<file path="src/spi_ext_pkg.sv">
// Purpose: shared constants and types for the spi extender control register bank
// Assumes: 8-bit registers, 7-bit register addresses on the configuration port
// Notes: every offset, bank reset value, event and cause bit position and frame bit count lives here
`default_nettype none
package spi_ext_pkg;
    // ****************************************************************
    // register offsets
    // ****************************************************************
    localparam logic [6:0] ADDR_MODE = 7'h00;
    localparam logic [6:0] ADDR_STATUS = 7'h01;
    localparam logic [6:0] ADDR_EVENT = 7'h02;
    localparam logic [6:0] ADDR_IRQEN = 7'h03;
    localparam logic [6:0] ADDR_CAUSE = 7'h04;
    localparam logic [6:0] ADDR_WLEN = 7'h05;
    localparam logic [6:0] ADDR_TEST_STORAGE = 7'h06;
    // ****************************************************************
    // reset values and field layout
    // ****************************************************************
    localparam int MODE_W = 6;
    localparam int EVT_W = 3;
    localparam int CAUSE_W = 5;
    localparam logic [5:0] MODE_RST = 6'h00;
    localparam logic [2:0] EVT_RST = 3'h0;
    localparam logic [2:0] IRQEN_RST = 3'h0;
    localparam logic [4:0] CAUSE_RST = 5'h00;
    localparam logic [7:0] WLEN_RST = 8'h08;
    localparam logic [7:0] WLEN_MIN = 8'h08;
    localparam logic [7:0] WLEN_MAX = 8'h20;
    localparam logic [7:0] TEST_STORAGE_RST = 8'h00;
    localparam int EVT_UP = 0;
    localparam int EVT_DOWN = 1;
    localparam int EVT_ERR = 2;
    localparam int CAUSE_WRITE = 0;
    localparam int CAUSE_LINK = 1;
    localparam int CAUSE_FAR = 2;
    localparam int CAUSE_TXOVR = 3;
    localparam int CAUSE_RXOVR = 4;
    // ****************************************************************
    // frame format and strap codes
    // ****************************************************************
    localparam logic [4:0] BITS_ADDR_LAST = 5'h07;
    localparam logic [4:0] BITS_DATA_LAST = 5'h0f;
    localparam logic [4:0] BITS_CRC_LAST = 5'h17;
    localparam logic [4:0] BITS_DATA = 5'h10;
    localparam logic [4:0] BITS_CRC = 5'h18;
    localparam logic [4:0] BITS_SAT = 5'h1f;
    localparam logic [7:0] CRC_POLY = 8'h07;
    localparam logic [1:0] STRAP_LOW = 2'h0;
    localparam logic [1:0] STRAP_FLOAT = 2'h1;
    localparam logic [1:0] STRAP_HIGH = 2'h2;
    localparam logic [9:0] SYNC_RST = 10'h3_fe;
    typedef enum logic [1:0] {FR_IDLE, FR_HEAD, FR_WRITE, FR_READ} frame_state_t;
endpackage
`default_nettype wire

</file>
<file path="src/spi_ext_regs.sv">
// Purpose: control and status register bank of a point-to-point spi extender
// Assumes: mclk at 10 MHz; configuration spi port sampled by mclk; sys_rst is the power-down pin held high
// Notes: frame engine for the configuration port, event flags, error causes, open-drain pin drives
`timescale 1ns/1ps
`default_nettype none
module spi_ext_regs
    import spi_ext_pkg::*;
(
    input wire logic mclk,
    input wire logic sys_rst,
    input wire logic config_port_select_n,
    input wire logic cfg_sck,
    input wire logic cfg_mosi,
    output var logic cfg_miso,
    output var logic cfg_miso_oe,
    input wire logic link_up,
    input wire logic link_indicator_level,
    output var logic link_indicator_out,
    output var logic link_indicator_oe,
    input wire logic local_irq_level,
    output var logic local_irq_out,
    output var logic local_irq_oe,
    input wire logic far_irq_level,
    input wire logic [1:0] rate_strap_a,
    input wire logic [1:0] rate_strap_b,
    input wire logic link_corrupt,
    input wire logic far_bus_error_flag,
    input wire logic tx_overrun,
    input wire logic rx_overrun,
    output var logic far_sel1_phase,
    output var logic far_sel1_polarity,
    output var logic far_sel2_phase,
    output var logic far_sel2_polarity,
    output var logic far_sel3_phase,
    output var logic far_sel3_polarity,
    output var logic [7:0] transfer_bit_count
);
    // ****************************************************************
    // functions
    // ****************************************************************
    // crc-8, polynomial x^8+x^2+x+1, zero seed, over two bytes msb first
    function automatic logic [7:0] crc8_two(input logic [15:0] msg);
        logic [7:0] c;
        c = 8'h00;
        for (int i = 15; i >= 0; i--) begin
            c = (c[7] ^ msg[i]) ? ({c[6:0], 1'b0} ^ CRC_POLY) : {c[6:0], 1'b0};
        end
        return c;
    endfunction

    function automatic logic addr_hit(input logic [6:0] a, input logic [6:0] off);
        return a == off;
    endfunction

    // three-level straps to speed index; an illegal code counts as float
    function automatic logic [3:0] speed_index(input logic [1:0] a, input logic [1:0] b);
        logic [1:0] sa;
        logic [1:0] sb;
        logic [3:0] idx;
        sa = (a == STRAP_LOW || a == STRAP_HIGH) ? a : STRAP_FLOAT;
        sb = (b == STRAP_LOW || b == STRAP_HIGH) ? b : STRAP_FLOAT;
        case ({sa, sb})
            {STRAP_LOW, STRAP_LOW}: idx = 4'h8;
            {STRAP_FLOAT, STRAP_LOW}: idx = 4'h7;
            {STRAP_HIGH, STRAP_LOW}: idx = 4'h6;
            {STRAP_LOW, STRAP_FLOAT}: idx = 4'h5;
            {STRAP_FLOAT, STRAP_FLOAT}: idx = 4'h4;
            {STRAP_LOW, STRAP_HIGH}: idx = 4'h3;
            {STRAP_HIGH, STRAP_FLOAT}: idx = 4'h2;
            {STRAP_FLOAT, STRAP_HIGH}: idx = 4'h1;
            default: idx = 4'h0;
        endcase
        return idx;
    endfunction

    // ****************************************************************
    // pin synchronisers
    // ****************************************************************
    logic [9:0] sync_m_r;
    logic [9:0] sync_s_r;
    logic sck_d_r;
    logic sel_d_r;
    // only the second stage is read; straps are re-read every cycle so no capture is needed
    always_ff @(posedge mclk) begin
        if (sys_rst) begin
            sync_m_r <= SYNC_RST;
            sync_s_r <= SYNC_RST;
        end else begin
            sync_m_r <= {rate_strap_b, rate_strap_a, far_irq_level, local_irq_level,
                         link_indicator_level, config_port_select_n, cfg_mosi, cfg_sck};
            sync_s_r <= sync_m_r;
        end
    end

    wire sck_s = sync_s_r[0];
    wire mosi_s = sync_s_r[1];
    wire sel_n_s = sync_s_r[2];
    wire link_pin_s = sync_s_r[3];
    wire lirq_pin_s = sync_s_r[4];
    wire firq_pin_s = sync_s_r[5];
    wire [1:0] strap_a_s = sync_s_r[7:6];
    wire [1:0] strap_b_s = sync_s_r[9:8];

    // edge finders work on the second stage only
    always_ff @(posedge mclk) begin
        if (sys_rst) begin
            sck_d_r <= 1'b0;
            sel_d_r <= 1'b1;
        end else begin
            sck_d_r <= sck_s;
            sel_d_r <= sel_n_s;
        end
    end

    wire sck_rise = sck_s & ~sck_d_r;
    wire sck_fall = ~sck_s & sck_d_r;
    wire frame_start = ~sel_n_s & sel_d_r;
    wire frame_end = sel_n_s & ~sel_d_r;

    // ****************************************************************
    // configuration port frame engine
    // ****************************************************************
    frame_state_t state_r;
    frame_state_t state_nxt;
    logic [4:0] bitcnt_r;
    logic [7:0] rx_sh_r;
    logic [7:0] hdr_r;
    logic [7:0] dat_r;
    logic [7:0] crc_r;
    logic [7:0] tx_sh_r;
    logic [7:0] rd_byte_r;
    logic [7:0] rd_data;

    // modes (0,0) and (1,1) only: sample on rising, shift out on falling
    wire [7:0] rx_next = {rx_sh_r[6:0], mosi_s};
    wire take_bit = sck_rise & ~sel_n_s;
    wire hdr_done = take_bit & (bitcnt_r == BITS_ADDR_LAST);
    wire data_done = take_bit & (bitcnt_r == BITS_DATA_LAST);
    wire crc_done = take_bit & (bitcnt_r == BITS_CRC_LAST);

    // header byte: address in bits 7..1, read flag in bit 0
    always_comb begin
        state_nxt = state_r;
        case (state_r)
            FR_IDLE: begin
                if (frame_start) state_nxt = FR_HEAD;
            end
            FR_HEAD: begin
                if (frame_end) state_nxt = FR_IDLE;
                else if (hdr_done) state_nxt = rx_next[0] ? FR_READ : FR_WRITE;
            end
            FR_WRITE: begin
                if (frame_end) state_nxt = FR_IDLE;
            end
            FR_READ: begin
                if (frame_end) state_nxt = FR_IDLE;
            end
            default: state_nxt = FR_IDLE;
        endcase
    end

    // receive side: bit counter saturates so long frames cannot wrap into a valid length
    always_ff @(posedge mclk) begin
        if (sys_rst) begin
            state_r <= FR_IDLE;
            bitcnt_r <= 5'h00;
            rx_sh_r <= 8'h00;
            hdr_r <= 8'h00;
            dat_r <= 8'h00;
            crc_r <= 8'h00;
        end else begin
            state_r <= state_nxt;
            if (frame_start) begin
                bitcnt_r <= 5'h00;
            end else if (take_bit) begin
                rx_sh_r <= rx_next;
                bitcnt_r <= (bitcnt_r == BITS_SAT) ? BITS_SAT : bitcnt_r + 5'h01;
            end
            if (hdr_done) hdr_r <= rx_next;
            if (data_done) dat_r <= rx_next;
            if (crc_done) crc_r <= rx_next;
        end
    end

    // transmit side: register byte after the header, then its check byte
    always_ff @(posedge mclk) begin
        if (sys_rst) begin
            tx_sh_r <= 8'h00;
            rd_byte_r <= 8'h00;
            cfg_miso <= 1'b0;
            cfg_miso_oe <= 1'b0;
        end else begin
            cfg_miso_oe <= ~sel_n_s;
            if (hdr_done & rx_next[0]) begin
                tx_sh_r <= rd_data;
                rd_byte_r <= rd_data;
            end else if (data_done & (state_r == FR_READ)) begin
                tx_sh_r <= crc8_two({hdr_r, rd_byte_r});
            end else if (sck_fall & (state_r == FR_READ)) begin
                cfg_miso <= tx_sh_r[7];
                tx_sh_r <= {tx_sh_r[6:0], 1'b0};
            end
            if (frame_start) cfg_miso <= 1'b0;
        end
    end

    // a write commits at select release with one data byte, or with a correct check byte
    wire write_end = frame_end & (state_r == FR_WRITE);
    wire crc_ok = crc_r == crc8_two({hdr_r, dat_r});
    wire wr_ok = write_end & ((bitcnt_r == BITS_DATA) | ((bitcnt_r == BITS_CRC) & crc_ok));
    wire wr_bad = write_end & ~wr_ok;
    wire [6:0] wr_addr = hdr_r[7:1];
    wire wr_mode = wr_ok & addr_hit(wr_addr, ADDR_MODE);
    wire wr_event = wr_ok & addr_hit(wr_addr, ADDR_EVENT);
    wire wr_irqen = wr_ok & addr_hit(wr_addr, ADDR_IRQEN);
    wire wr_wlen = wr_ok & addr_hit(wr_addr, ADDR_WLEN);
    wire wr_test_storage = wr_ok & addr_hit(wr_addr, ADDR_TEST_STORAGE);
    wire wlen_legal = (dat_r >= WLEN_MIN) & (dat_r <= WLEN_MAX);

    // ****************************************************************
    // registers
    // ****************************************************************
    logic [MODE_W-1:0] mode_r;
    logic [EVT_W-1:0] evt_r;
    logic [EVT_W-1:0] irqen_r;
    logic [CAUSE_W-1:0] cause_r;
    logic [7:0] test_storage_r;
    logic link_up_d_r;

    // events from the link state and from fault sources
    wire [CAUSE_W-1:0] cause_set = {rx_overrun, tx_overrun, far_bus_error_flag, link_corrupt, wr_bad};
    wire [EVT_W-1:0] evt_set = {|cause_set, ~link_up & link_up_d_r, link_up & ~link_up_d_r};
    // only a written zero clears; a written one leaves the flag alone
    wire [EVT_W-1:0] evt_clr = wr_event ? ~dat_r[EVT_W-1:0] : {EVT_W{1'b0}};
    // set wins over a clear landing in the same cycle
    wire [EVT_W-1:0] evt_nxt = (evt_r & ~evt_clr) | evt_set;
    wire [CAUSE_W-1:0] cause_nxt = (evt_clr[EVT_ERR] ? CAUSE_RST : cause_r) | cause_set;

    always_ff @(posedge mclk) begin
        if (sys_rst) begin
            mode_r <= MODE_RST;
            evt_r <= EVT_RST;
            irqen_r <= IRQEN_RST;
            cause_r <= CAUSE_RST;
            transfer_bit_count <= WLEN_RST;
            test_storage_r <= TEST_STORAGE_RST;
            link_up_d_r <= 1'b0;
        end else begin
            link_up_d_r <= link_up;
            evt_r <= evt_nxt;
            cause_r <= cause_nxt;
            if (wr_mode) mode_r <= dat_r[MODE_W-1:0];
            if (wr_irqen) irqen_r <= dat_r[EVT_W-1:0];
            if (wr_wlen & wlen_legal) transfer_bit_count <= dat_r;
            if (wr_test_storage) test_storage_r <= dat_r;
        end
    end

    // mode outputs steer the remote master's edges and idle clock level
    always_ff @(posedge mclk) begin
        if (sys_rst) begin
            {far_sel3_polarity, far_sel3_phase, far_sel2_polarity, far_sel2_phase,
             far_sel1_polarity, far_sel1_phase} <= MODE_RST;
        end else begin
            {far_sel3_polarity, far_sel3_phase, far_sel2_polarity, far_sel2_phase,
             far_sel1_polarity, far_sel1_phase} <= mode_r;
        end
    end

    // ****************************************************************
    // status view and read mux
    // ****************************************************************
    // remote interrupt level is only meaningful while the link is up
    wire [7:0] status_view = {speed_index(strap_a_s, strap_b_s), 1'b0,
                              firq_pin_s, lirq_pin_s, link_pin_s};
    wire [6:0] rd_addr = rx_next[7:1];
    assign rd_data = addr_hit(rd_addr, ADDR_MODE) ? {2'b00, mode_r} :
                     addr_hit(rd_addr, ADDR_STATUS) ? status_view :
                     addr_hit(rd_addr, ADDR_EVENT) ? {5'h00, evt_r} :
                     addr_hit(rd_addr, ADDR_IRQEN) ? {5'h00, irqen_r} :
                     addr_hit(rd_addr, ADDR_CAUSE) ? {3'h0, cause_r} :
                     addr_hit(rd_addr, ADDR_WLEN) ? transfer_bit_count :
                     addr_hit(rd_addr, ADDR_TEST_STORAGE) ? test_storage_r : 8'h00;

    // ****************************************************************
    // open-drain pin drives
    // ****************************************************************
    // local interrupt also mirrors a low remote interrupt while linked
    wire irq_pending = |(evt_r & irqen_r);
    always_ff @(posedge mclk) begin
        if (sys_rst) begin
            link_indicator_oe <= 1'b0;
            link_indicator_out <= 1'b0;
            local_irq_oe <= 1'b0;
            local_irq_out <= 1'b0;
        end else begin
            link_indicator_oe <= link_up;
            link_indicator_out <= 1'b0;
            local_irq_oe <= irq_pending | (link_up & ~firq_pin_s);
            local_irq_out <= 1'b0;
        end
    end
endmodule
`default_nettype wire

</file>
<file path="config.mk">
export PLATFORM = sky130hd
export DESIGN_NAME = spi_ext_regs
export DESIGN_NICKNAME = d
export VERILOG_FILES = /design/src/spi_ext_pkg.sv /design/src/spi_ext_regs.sv
export SDC_FILE = /design/constraint.sdc
export NUM_CORES = 1
export LEC_CHECK = 0
export ABC_AREA = 1
export CAP_MARGIN = 20
export CORE_MARGIN = 3
export CORE_UTILIZATION = 50
export CTS_CLUSTER_SIZE = 8
export DETAILED_ROUTE_END_ITERATION = 16
export DONT_BUFFER_PORTS = 1
export GPL_ROUTABILITY_DRIVEN = 0
export PLACE_DENSITY = 0.68
export REMOVE_ABC_BUFFERS = 1
export SETUP_SLACK_MARGIN = 0.15
export SYNTH_ARGS = -nofsm -noshare
export SYNTH_HDL_FRONTEND = slang
export SYNTH_SLANG_ARGS = --single-unit
export TNS_END_PERCENT = 100
</file>
<file path="constraint.sdc">
create_clock -name mclk -period 2.55 [get_ports mclk]
set_clock_uncertainty 0.1 [all_clocks]
set_input_delay 0.51 -clock mclk [delete_from_list [all_inputs] [get_ports mclk]]
set_output_delay 0.51 -clock mclk [all_outputs]
set_load 0.03 [all_outputs]
</file>
### After elaboration in Yosys (flattened, before gate mapping)

Memories as Yosys holds them, arrays and structs flattened.
Index checks and enable logic that the tools add are counted.

* bits in registers: 119
* memory bits (read-only): 64
* bits of input ports: 17
* output and inout port bits: 20
* logic and storage cells: 206
* memories kept: 1

Memory list
* (name not given): words 16, width 4, rd ports 1, clocked after memory_dff 0, wr ports 0, line spi_ext_regs.sv:62 `case ({sa, sb})`

* add/sub/neg operators: 1
* magnitude comparators: 2
* eq/ne operators: 25
* mux-type cells: 45
* bitwise gates (word level): 89
* reduce and logical (&&, ||, !) cells: 15

Operators with widths (count)
* two-way mux 8 bit: 10
* two-way mux 3 bit: 25
* NOT 3 bit: 24
* == test 7 x 3 -> 1 bit (second input constant): 5
* == test 7 x 2 -> 1 bit (second input constant): 4
* bitwise AND 1 bit: 25
* == test 5 bit (second input constant): 4
* XOR 1 bit: 18
* zero test 7 bit: 2
* two-way mux 2 bit: 6
* NOT 1 bit: 11
* two-way mux 5 bit: 2
* == test 2 bit (second input constant): 4
* == test 8 bit: 1
* >= comparator 8 x 4 -> 1 bit (second input constant): 1
* <= comparator 8 x 6 -> 1 bit (second input constant): 1
* == test 7 x 1 -> 1 bit (second input constant): 1
* bitwise AND 3 bit: 2
* zero test 2 bit: 3
* one-hot mux 2 bit (3 select lines): 1
* AND reduction 3 bit: 2
* adder 5 x 1 -> 5 bit (second input constant): 1
* == test 5 x 3 -> 1 bit (second input constant): 1
* == test 5 x 4 -> 1 bit (second input constant): 1
* other kinds (15): 22

### Longest topological paths before layout

* depth after elaboration: 40
* mapped depth: 23
* gate-level depth less buffers: 22

### Worst setup path after synthesis

OpenSTA, ideal clock, no wires.

* path kind: register to register
* start point: register hdr_r[5]
* end point: register irqen_r[0]
* setup time: 132 ps
* data arrival time: 2267 ps
* required time: 2318 ps
* path slack: 51 ps
* cell stages (with the launch flop): 22
* buffers on the path: 1
* clock period less this slack: 2499 ps
* cells stage by stage: dfxtp_1 -> inv_1 -> ha_1 -> inv_1 -> nand2_1 -> nand3b_1 -> nand2_1 -> inv_1 -> nand3_1 -> nand3_1 -> nand2_1 -> inv_2 -> nand2_1 -> nand2_1 -> nand2_1 -> nor2_1 -> nand3_2 -> nand2_4 -> buf_4 -> nand3_1 -> nand2_1 -> a21oi_1

* longest elaborated chain between the ends: 17
* elaborated cells on any way between the ends: 29
* classes of those cells: 2 x eq/ne; 10 x mux; 17 x bitwise

Ends and longest elaborated chain
* start: declaration: line spi_ext_regs.sv:127 `logic [7:0] hdr_r;`
* start signal: assignment: line spi_ext_regs.sv:179 `if (hdr_done) hdr_r <= rx_next;`
* XOR 1 bit: line spi_ext_regs.sv:46 `c = (c[7] ^ msg[i]) ? ({c[6:0], 1'b0} ^ CRC_POLY) : {c[6:0], 1'b0};`
* two-way mux 3 bit: line spi_ext_regs.sv:46
* NOT 3 bit (no line)
* two-way mux 3 bit: line spi_ext_regs.sv:46
* NOT 3 bit (no line)
* two-way mux 3 bit: line spi_ext_regs.sv:46
* XOR 1 bit: line spi_ext_regs.sv:46
* two-way mux 3 bit: line spi_ext_regs.sv:46
* NOT 3 bit (no line)
* two-way mux 3 bit: line spi_ext_regs.sv:46
* NOT 3 bit (no line)
* two-way mux 3 bit: line spi_ext_regs.sv:46
* == test 8 bit: line spi_ext_regs.sv:209 `wire crc_ok = crc_r == crc8_two({hdr_r, dat_r});`
* bitwise AND 1 bit: line spi_ext_regs.sv:210 `wire wr_ok = write_end & ((bitcnt_r == BITS_DATA) | ((bitcnt_r == BITS_CRC) & crc_ok));`
* bitwise OR 1 bit: line spi_ext_regs.sv:210
* bitwise AND 1 bit: line spi_ext_regs.sv:210
* bitwise AND 1 bit *: line spi_ext_regs.sv:215 `wire wr_irqen = wr_ok & addr_hit(wr_addr, ADDR_IRQEN);`
* end signal: assignment: line spi_ext_regs.sv:253 `if (wr_irqen) irqen_r <= dat_r[EVT_W-1:0];`
* end: declaration: line spi_ext_regs.sv:225 `logic [EVT_W-1:0] irqen_r;`

Mark *: on every way between the ends. The rest lies on a longest branch, timed or not.
A chain may end at the register's enable or synchronous reset.

### Worst setup path in the final report

* start point: register hdr_r[4]
* end point: register evt_r[2]

* longest elaborated chain between the ends: 21
* elaborated cells on any way between the ends: 33
* classes of those cells: 2 x eq/ne; 10 x mux; 20 x bitwise; 1 x reduce/logical

Ends and longest elaborated chain
* XOR 1 bit: line spi_ext_regs.sv:46
* two-way mux 3 bit: line spi_ext_regs.sv:46
* NOT 3 bit (no line)
* two-way mux 3 bit: line spi_ext_regs.sv:46
* NOT 3 bit (no line)
* two-way mux 3 bit: line spi_ext_regs.sv:46
* XOR 1 bit: line spi_ext_regs.sv:46
* two-way mux 3 bit: line spi_ext_regs.sv:46
* [5 not listed]
* bitwise AND 1 bit: line spi_ext_regs.sv:210
* bitwise OR 1 bit: line spi_ext_regs.sv:210
* bitwise AND 1 bit: line spi_ext_regs.sv:210
* bitwise AND 1 bit: line spi_ext_regs.sv:214 `wire wr_event = wr_ok & addr_hit(wr_addr, ADDR_EVENT);`
* two-way mux 3 bit: line spi_ext_regs.sv:234 `wire [EVT_W-1:0] evt_clr = wr_event ? ~dat_r[EVT_W-1:0] : {EVT_W{1'b0}};`
* NOT 3 bit: line spi_ext_regs.sv:236 `wire [EVT_W-1:0] evt_nxt = (evt_r & ~evt_clr) | evt_set;`
* bitwise AND 3 bit: line spi_ext_regs.sv:236
* bitwise OR 3 bit *: line spi_ext_regs.sv:236
* end signal: assignment: line spi_ext_regs.sv:250 `evt_r <= evt_nxt;`
* end: declaration: line spi_ext_regs.sv:224 `logic [EVT_W-1:0] evt_r;`

Marked as above.

==> flow_metrics.env <==
export IMPL_status="finished with violations"
export IMPL_violations="negative setup slack"
export IMPL_ys_ff_latch=119
export IMPL_reg2reg_slack_ns=-0.08
export IMPL_syn_inst=818
export IMPL_fin_area_um2=7480
export IMPL_intPower_mw=3.69
export IMPL_ys_warn_count=0
export IMPL_critPathRequiredTime_ns=2.76
export IMPL_synth_compound_area_share_pct=13.7
export IMPL_grt_pass1_vias=5483
export IMPL_die_area_um2=13000
export IMPL_syn_to_final_growth_pct=28.7
export IMPL_cts_htree_levels=4
export IMPL_synthArstFlopShare_pct=0
export IMPL_crit_buf_inv=4
export IMPL_start_util_pct=52.5
export IMPL_root_buffer="clkbuf_16"
export IMPL_grtUsageTotal_pct=26.5
export IMPL_fin_ws_ns=-0.0839
export IMPL_die_h_um=114
export IMPL_max_cap_violations=0
export IMPL_final_common_cell="nand2_1"
export IMPL_drc=0
export IMPL_placed_area_um2=6140
export IMPL_grt_max_degree=60
export IMPL_setup_violations_final=18
export IMPL_muxShareOfSynthArea_pct=0
export IMPL_switching_share_pct=20.7
export IMPL_grt_pass1_wl_um=26700
export IMPL_hold_class="in -> reg"
export IMPL_rows=38
export IMPL_place_hpwl_um=11700
export IMPL_drive_gt1_share_pct=27.6
export IMPL_synth_ff_type="dfxtp_1"
export IMPL_timing_fmax_mhz=380
export IMPL_via_per_inst=5.67
export IMPL_cp_top_family="simple AND/OR/NAND/NOR gates"
export IMPL_core_um2=11100
export IMPL_dp_cells=972
export IMPL_wirelength_um=17200
export IMPL_ios=37
export IMPL_clkTransAtPathRegs_ns=0.06
export IMPL_syn_area_um2=5810
export IMPL_peakVddDrop_mv=0.644
export IMPL_synth_cell_type_count=44
export IMPL_hold_viol_final=0
export IMPL_start_kind="flop"
export IMPL_worst_path_most_repeated_cell="nand2_4"
export IMPL_p_clk_share_pct=57.1
export IMPL_worstMarginPinSlew_ns=0.684
export IMPL_cts_tree="built"
export IMPL_slew_headroom_pct=54.0
export IMPL_worstSetupPathType="reg -> reg"
export IMPL_synthAdderAreaFrac_pct=1.08
export IMPL_synth_simple_area_share_pct=31.3
export IMPL_powerDensity_nw_per_um2=622
export IMPL_p_seq_share_pct=41.1
export IMPL_synth_edf_count=0
export IMPL_clk_latency_ns=0.42
export IMPL_final_cell_mix="nand2_1 (141), dfxtp_1 (112), inv_1 (87)"
export IMPL_synth_top_family_by_area="simple AND/OR/NAND/NOR gates"
export IMPL_crit_path_top_delay_cell="dfxtp_2"
export IMPL_cp_arrival_ns=2.85
export IMPL_p_comb_share_pct=1.8
export IMPL_dr_first_iter_drc_count=623
export IMPL_dr_pass1_iters=6
export IMPL_die_x_um=114
export IMPL_crit_chain="inv_2, ha_4, inv_4, nand2_4, nand2_4, nand2_2, nand2_4, inv_2, nand3_4, nand3b_1, nand3_2, nor2_2, nand2_1, nor2_2, nand3_4, nand2_8, nand4_1, buf_6, nand2_2, a21oi_2"
export IMPL_ys_seq_area_share_pct=41.0
export IMPL_worst_path_max_fanout=6
export IMPL_clock_tree_buffer_depth=2
export IMPL_avgRoutedWirePerCell_um=16.7
export IMPL_rsz0062_at_grt="true"
export IMPL_cp_slowest_stage_delay_ns=0.33
export IMPL_cts_sinks=119
export IMPL_antenna_found_initial=0
export IMPL_avgSynthCellArea_um2=7.10
export IMPL_io_buffers=0
export IMPL_crit_path_end_kind="flop"
export IMPL_total_power_mw=4.65
export IMPL_dr_total_vias=5830
export IMPL_gr_total_overflow=0
export IMPL_stdcell_count=1029
export IMPL_fin_crit_sh_pct=103
export IMPL_synth_xor_area_share_pct=3.29
export IMPL_ant_nets=0
export IMPL_cts_made_buffers=17
export IMPL_p_leak_nw=3.26
export IMPL_antenna_cells=0
export IMPL_post_route_min_period_ns=2.63
export IMPL_nets=898
export IMPL_timing_hold_ws_ns=0.0582
export IMPL_finalMaxSlewViolations=0
export IMPL_power_switching_uw=963
## through the flow
stage	util, %	setup slack, ns	TNS (ns)
floorplan	-	0.0178	0
global placement	55.4	-0.0956	-2.00
detailed placement	55.4	-0.208	-4.46
CTS	64.1	-0.0509	-0.0534
global route	67.5	-0.181	-4.93
finish	67.5	-0.0839	-0.693
## per-layer routing
layer | GRT usage [%] | vias to the layer above | part of all wire (%)
met5 | 0 | - | 0
met4 | 10.5 | 0 | 2.8
met3 | 7.16 | 49 | 7.6
met2 | 43.2 | 233 | 48
met1 | 33.5 | 2753 | 41
li1 | - | 2795 | -
## registers in the layout, indices dropped and copies added (netlist names), 2 cells and up
name                cells
tx_sh_r                 8
state_r                 2
mode_r                  6
rd_byte_r               8
cause_r                 5
evt_r                   3
dat_r                   8
irqen_r                 3
sync_m_r               10
rx_sh_r                 7
test_storage_r          8
hdr_r                   8
crc_r                   8
transfer_bit_count      8
bitcnt_r                5
sync_s_r               10
## worst reg2reg max path: stages (launching register included)
cell      delay [ns]
dfxtp_2         0.33
inv_2           0.05
ha_4            0.28
inv_4           0.04
nand2_4         0.07
nand2_4         0.06
nand2_2         0.08
nand2_4         0.08
inv_2           0.11
nand3_4         0.09
nand3b_1        0.11
nand3_2         0.08
nor2_2          0.09
nand2_1         0.07
nor2_2          0.15
nand3_4         0.15
nand2_8         0.13
nand4_1         0.15
buf_6           0.19
nand2_2         0.08
a21oi_2         0.05
## power by group through the flow
| stage | logic (mW) | clock network, mW | registers [mW] |
|---|---|---|---|
| detailed placement | 0.0781 | 0 | 1.95 |
| floorplan | 0.0588 | 0 | 1.94 |
| finish | 0.0845 | 2.65 | 1.91 |
| global route | 0.0951 | 2.76 | 1.91 |
| CTS | 0.0822 | 2.67 | 1.91 |
| global placement | 0.0744 | 0 | 1.95 |
## layout make-up
type / count / area [um2]
clock buffers: 18 / 439
clock inverters: 14 / 220
fillers: 898 / 3600
inverters: 110 / 415
multi-input cells: 568 / 3340
flip-flops and latches: 119 / 2390
well taps: 140 / 175
repair buffers: 60 / 500
## Yosys cell counts (2+ instances only)
master | count | share of area (%)
nand2_2 | 14 | 1.5
xnor2_1 | 6 | 0.90
o211ai_1 | 6 | 0.77
o21ai_0 | 52 | 4.5
buf_4 | 5 | 0.65
nand2_4 | 2 | 0.39
inv_2 | 10 | 0.65
nand2_1 | 174 | 11
inv_1 | 97 | 6.3
nand3b_1 | 4 | 0.52
a21oi_1 | 70 | 6.0
buf_6 | 3 | 0.58
nor3_1 | 4 | 0.34
clkinv_1 | 3 | 0.19
nor2_4 | 2 | 0.39
a221oi_1 | 2 | 0.30
clkbuf_1 | 16 | 1.0
dfxtp_1 | 119 | 41
or2_2 | 19 | 2.0
nor4_1 | 7 | 0.75
nor2_1 | 69 | 4.5
nand3_2 | 7 | 1.2
nand4_1 | 16 | 1.7
a22oi_1 | 2 | 0.26
buf_2 | 2 | 0.17
ha_1 | 5 | 1.1
nand3_1 | 67 | 5.8
a31oi_1 | 6 | 0.65
xor2_1 | 14 | 2.1
## cell families after synthesis
kind of cell               count (synthesis)
and+or+nand+nor                          390
AOI/OAI and AO/OA                        146
buffers and inverters                    136
DFF                                      119
xor gates and xnor gates                  21
adders and majority gates                  5
other                                      1
## worst paths after layout
check        cells after the start         from     endpoint
max                             20     hdr_r[4]     evt_r[2]
min                              1      sys_rst   rx_sh_r[2]
max reg2reg                     20     hdr_r[4]     evt_r[2]
min reg2reg                      2  sync_m_r[0]  sync_s_r[0]
## repair_timing
action / 4_1_cts / 5_1_grt
resized for setup: 57 / 66
setup buffers: 8 / 13
cloned: 4 / 0
pin swaps: 39 / 36
setup endpoints to repair: 33 / 44
hold buffers: 0 / 0
Note: power is estimated with default switching activity, not from simulation.
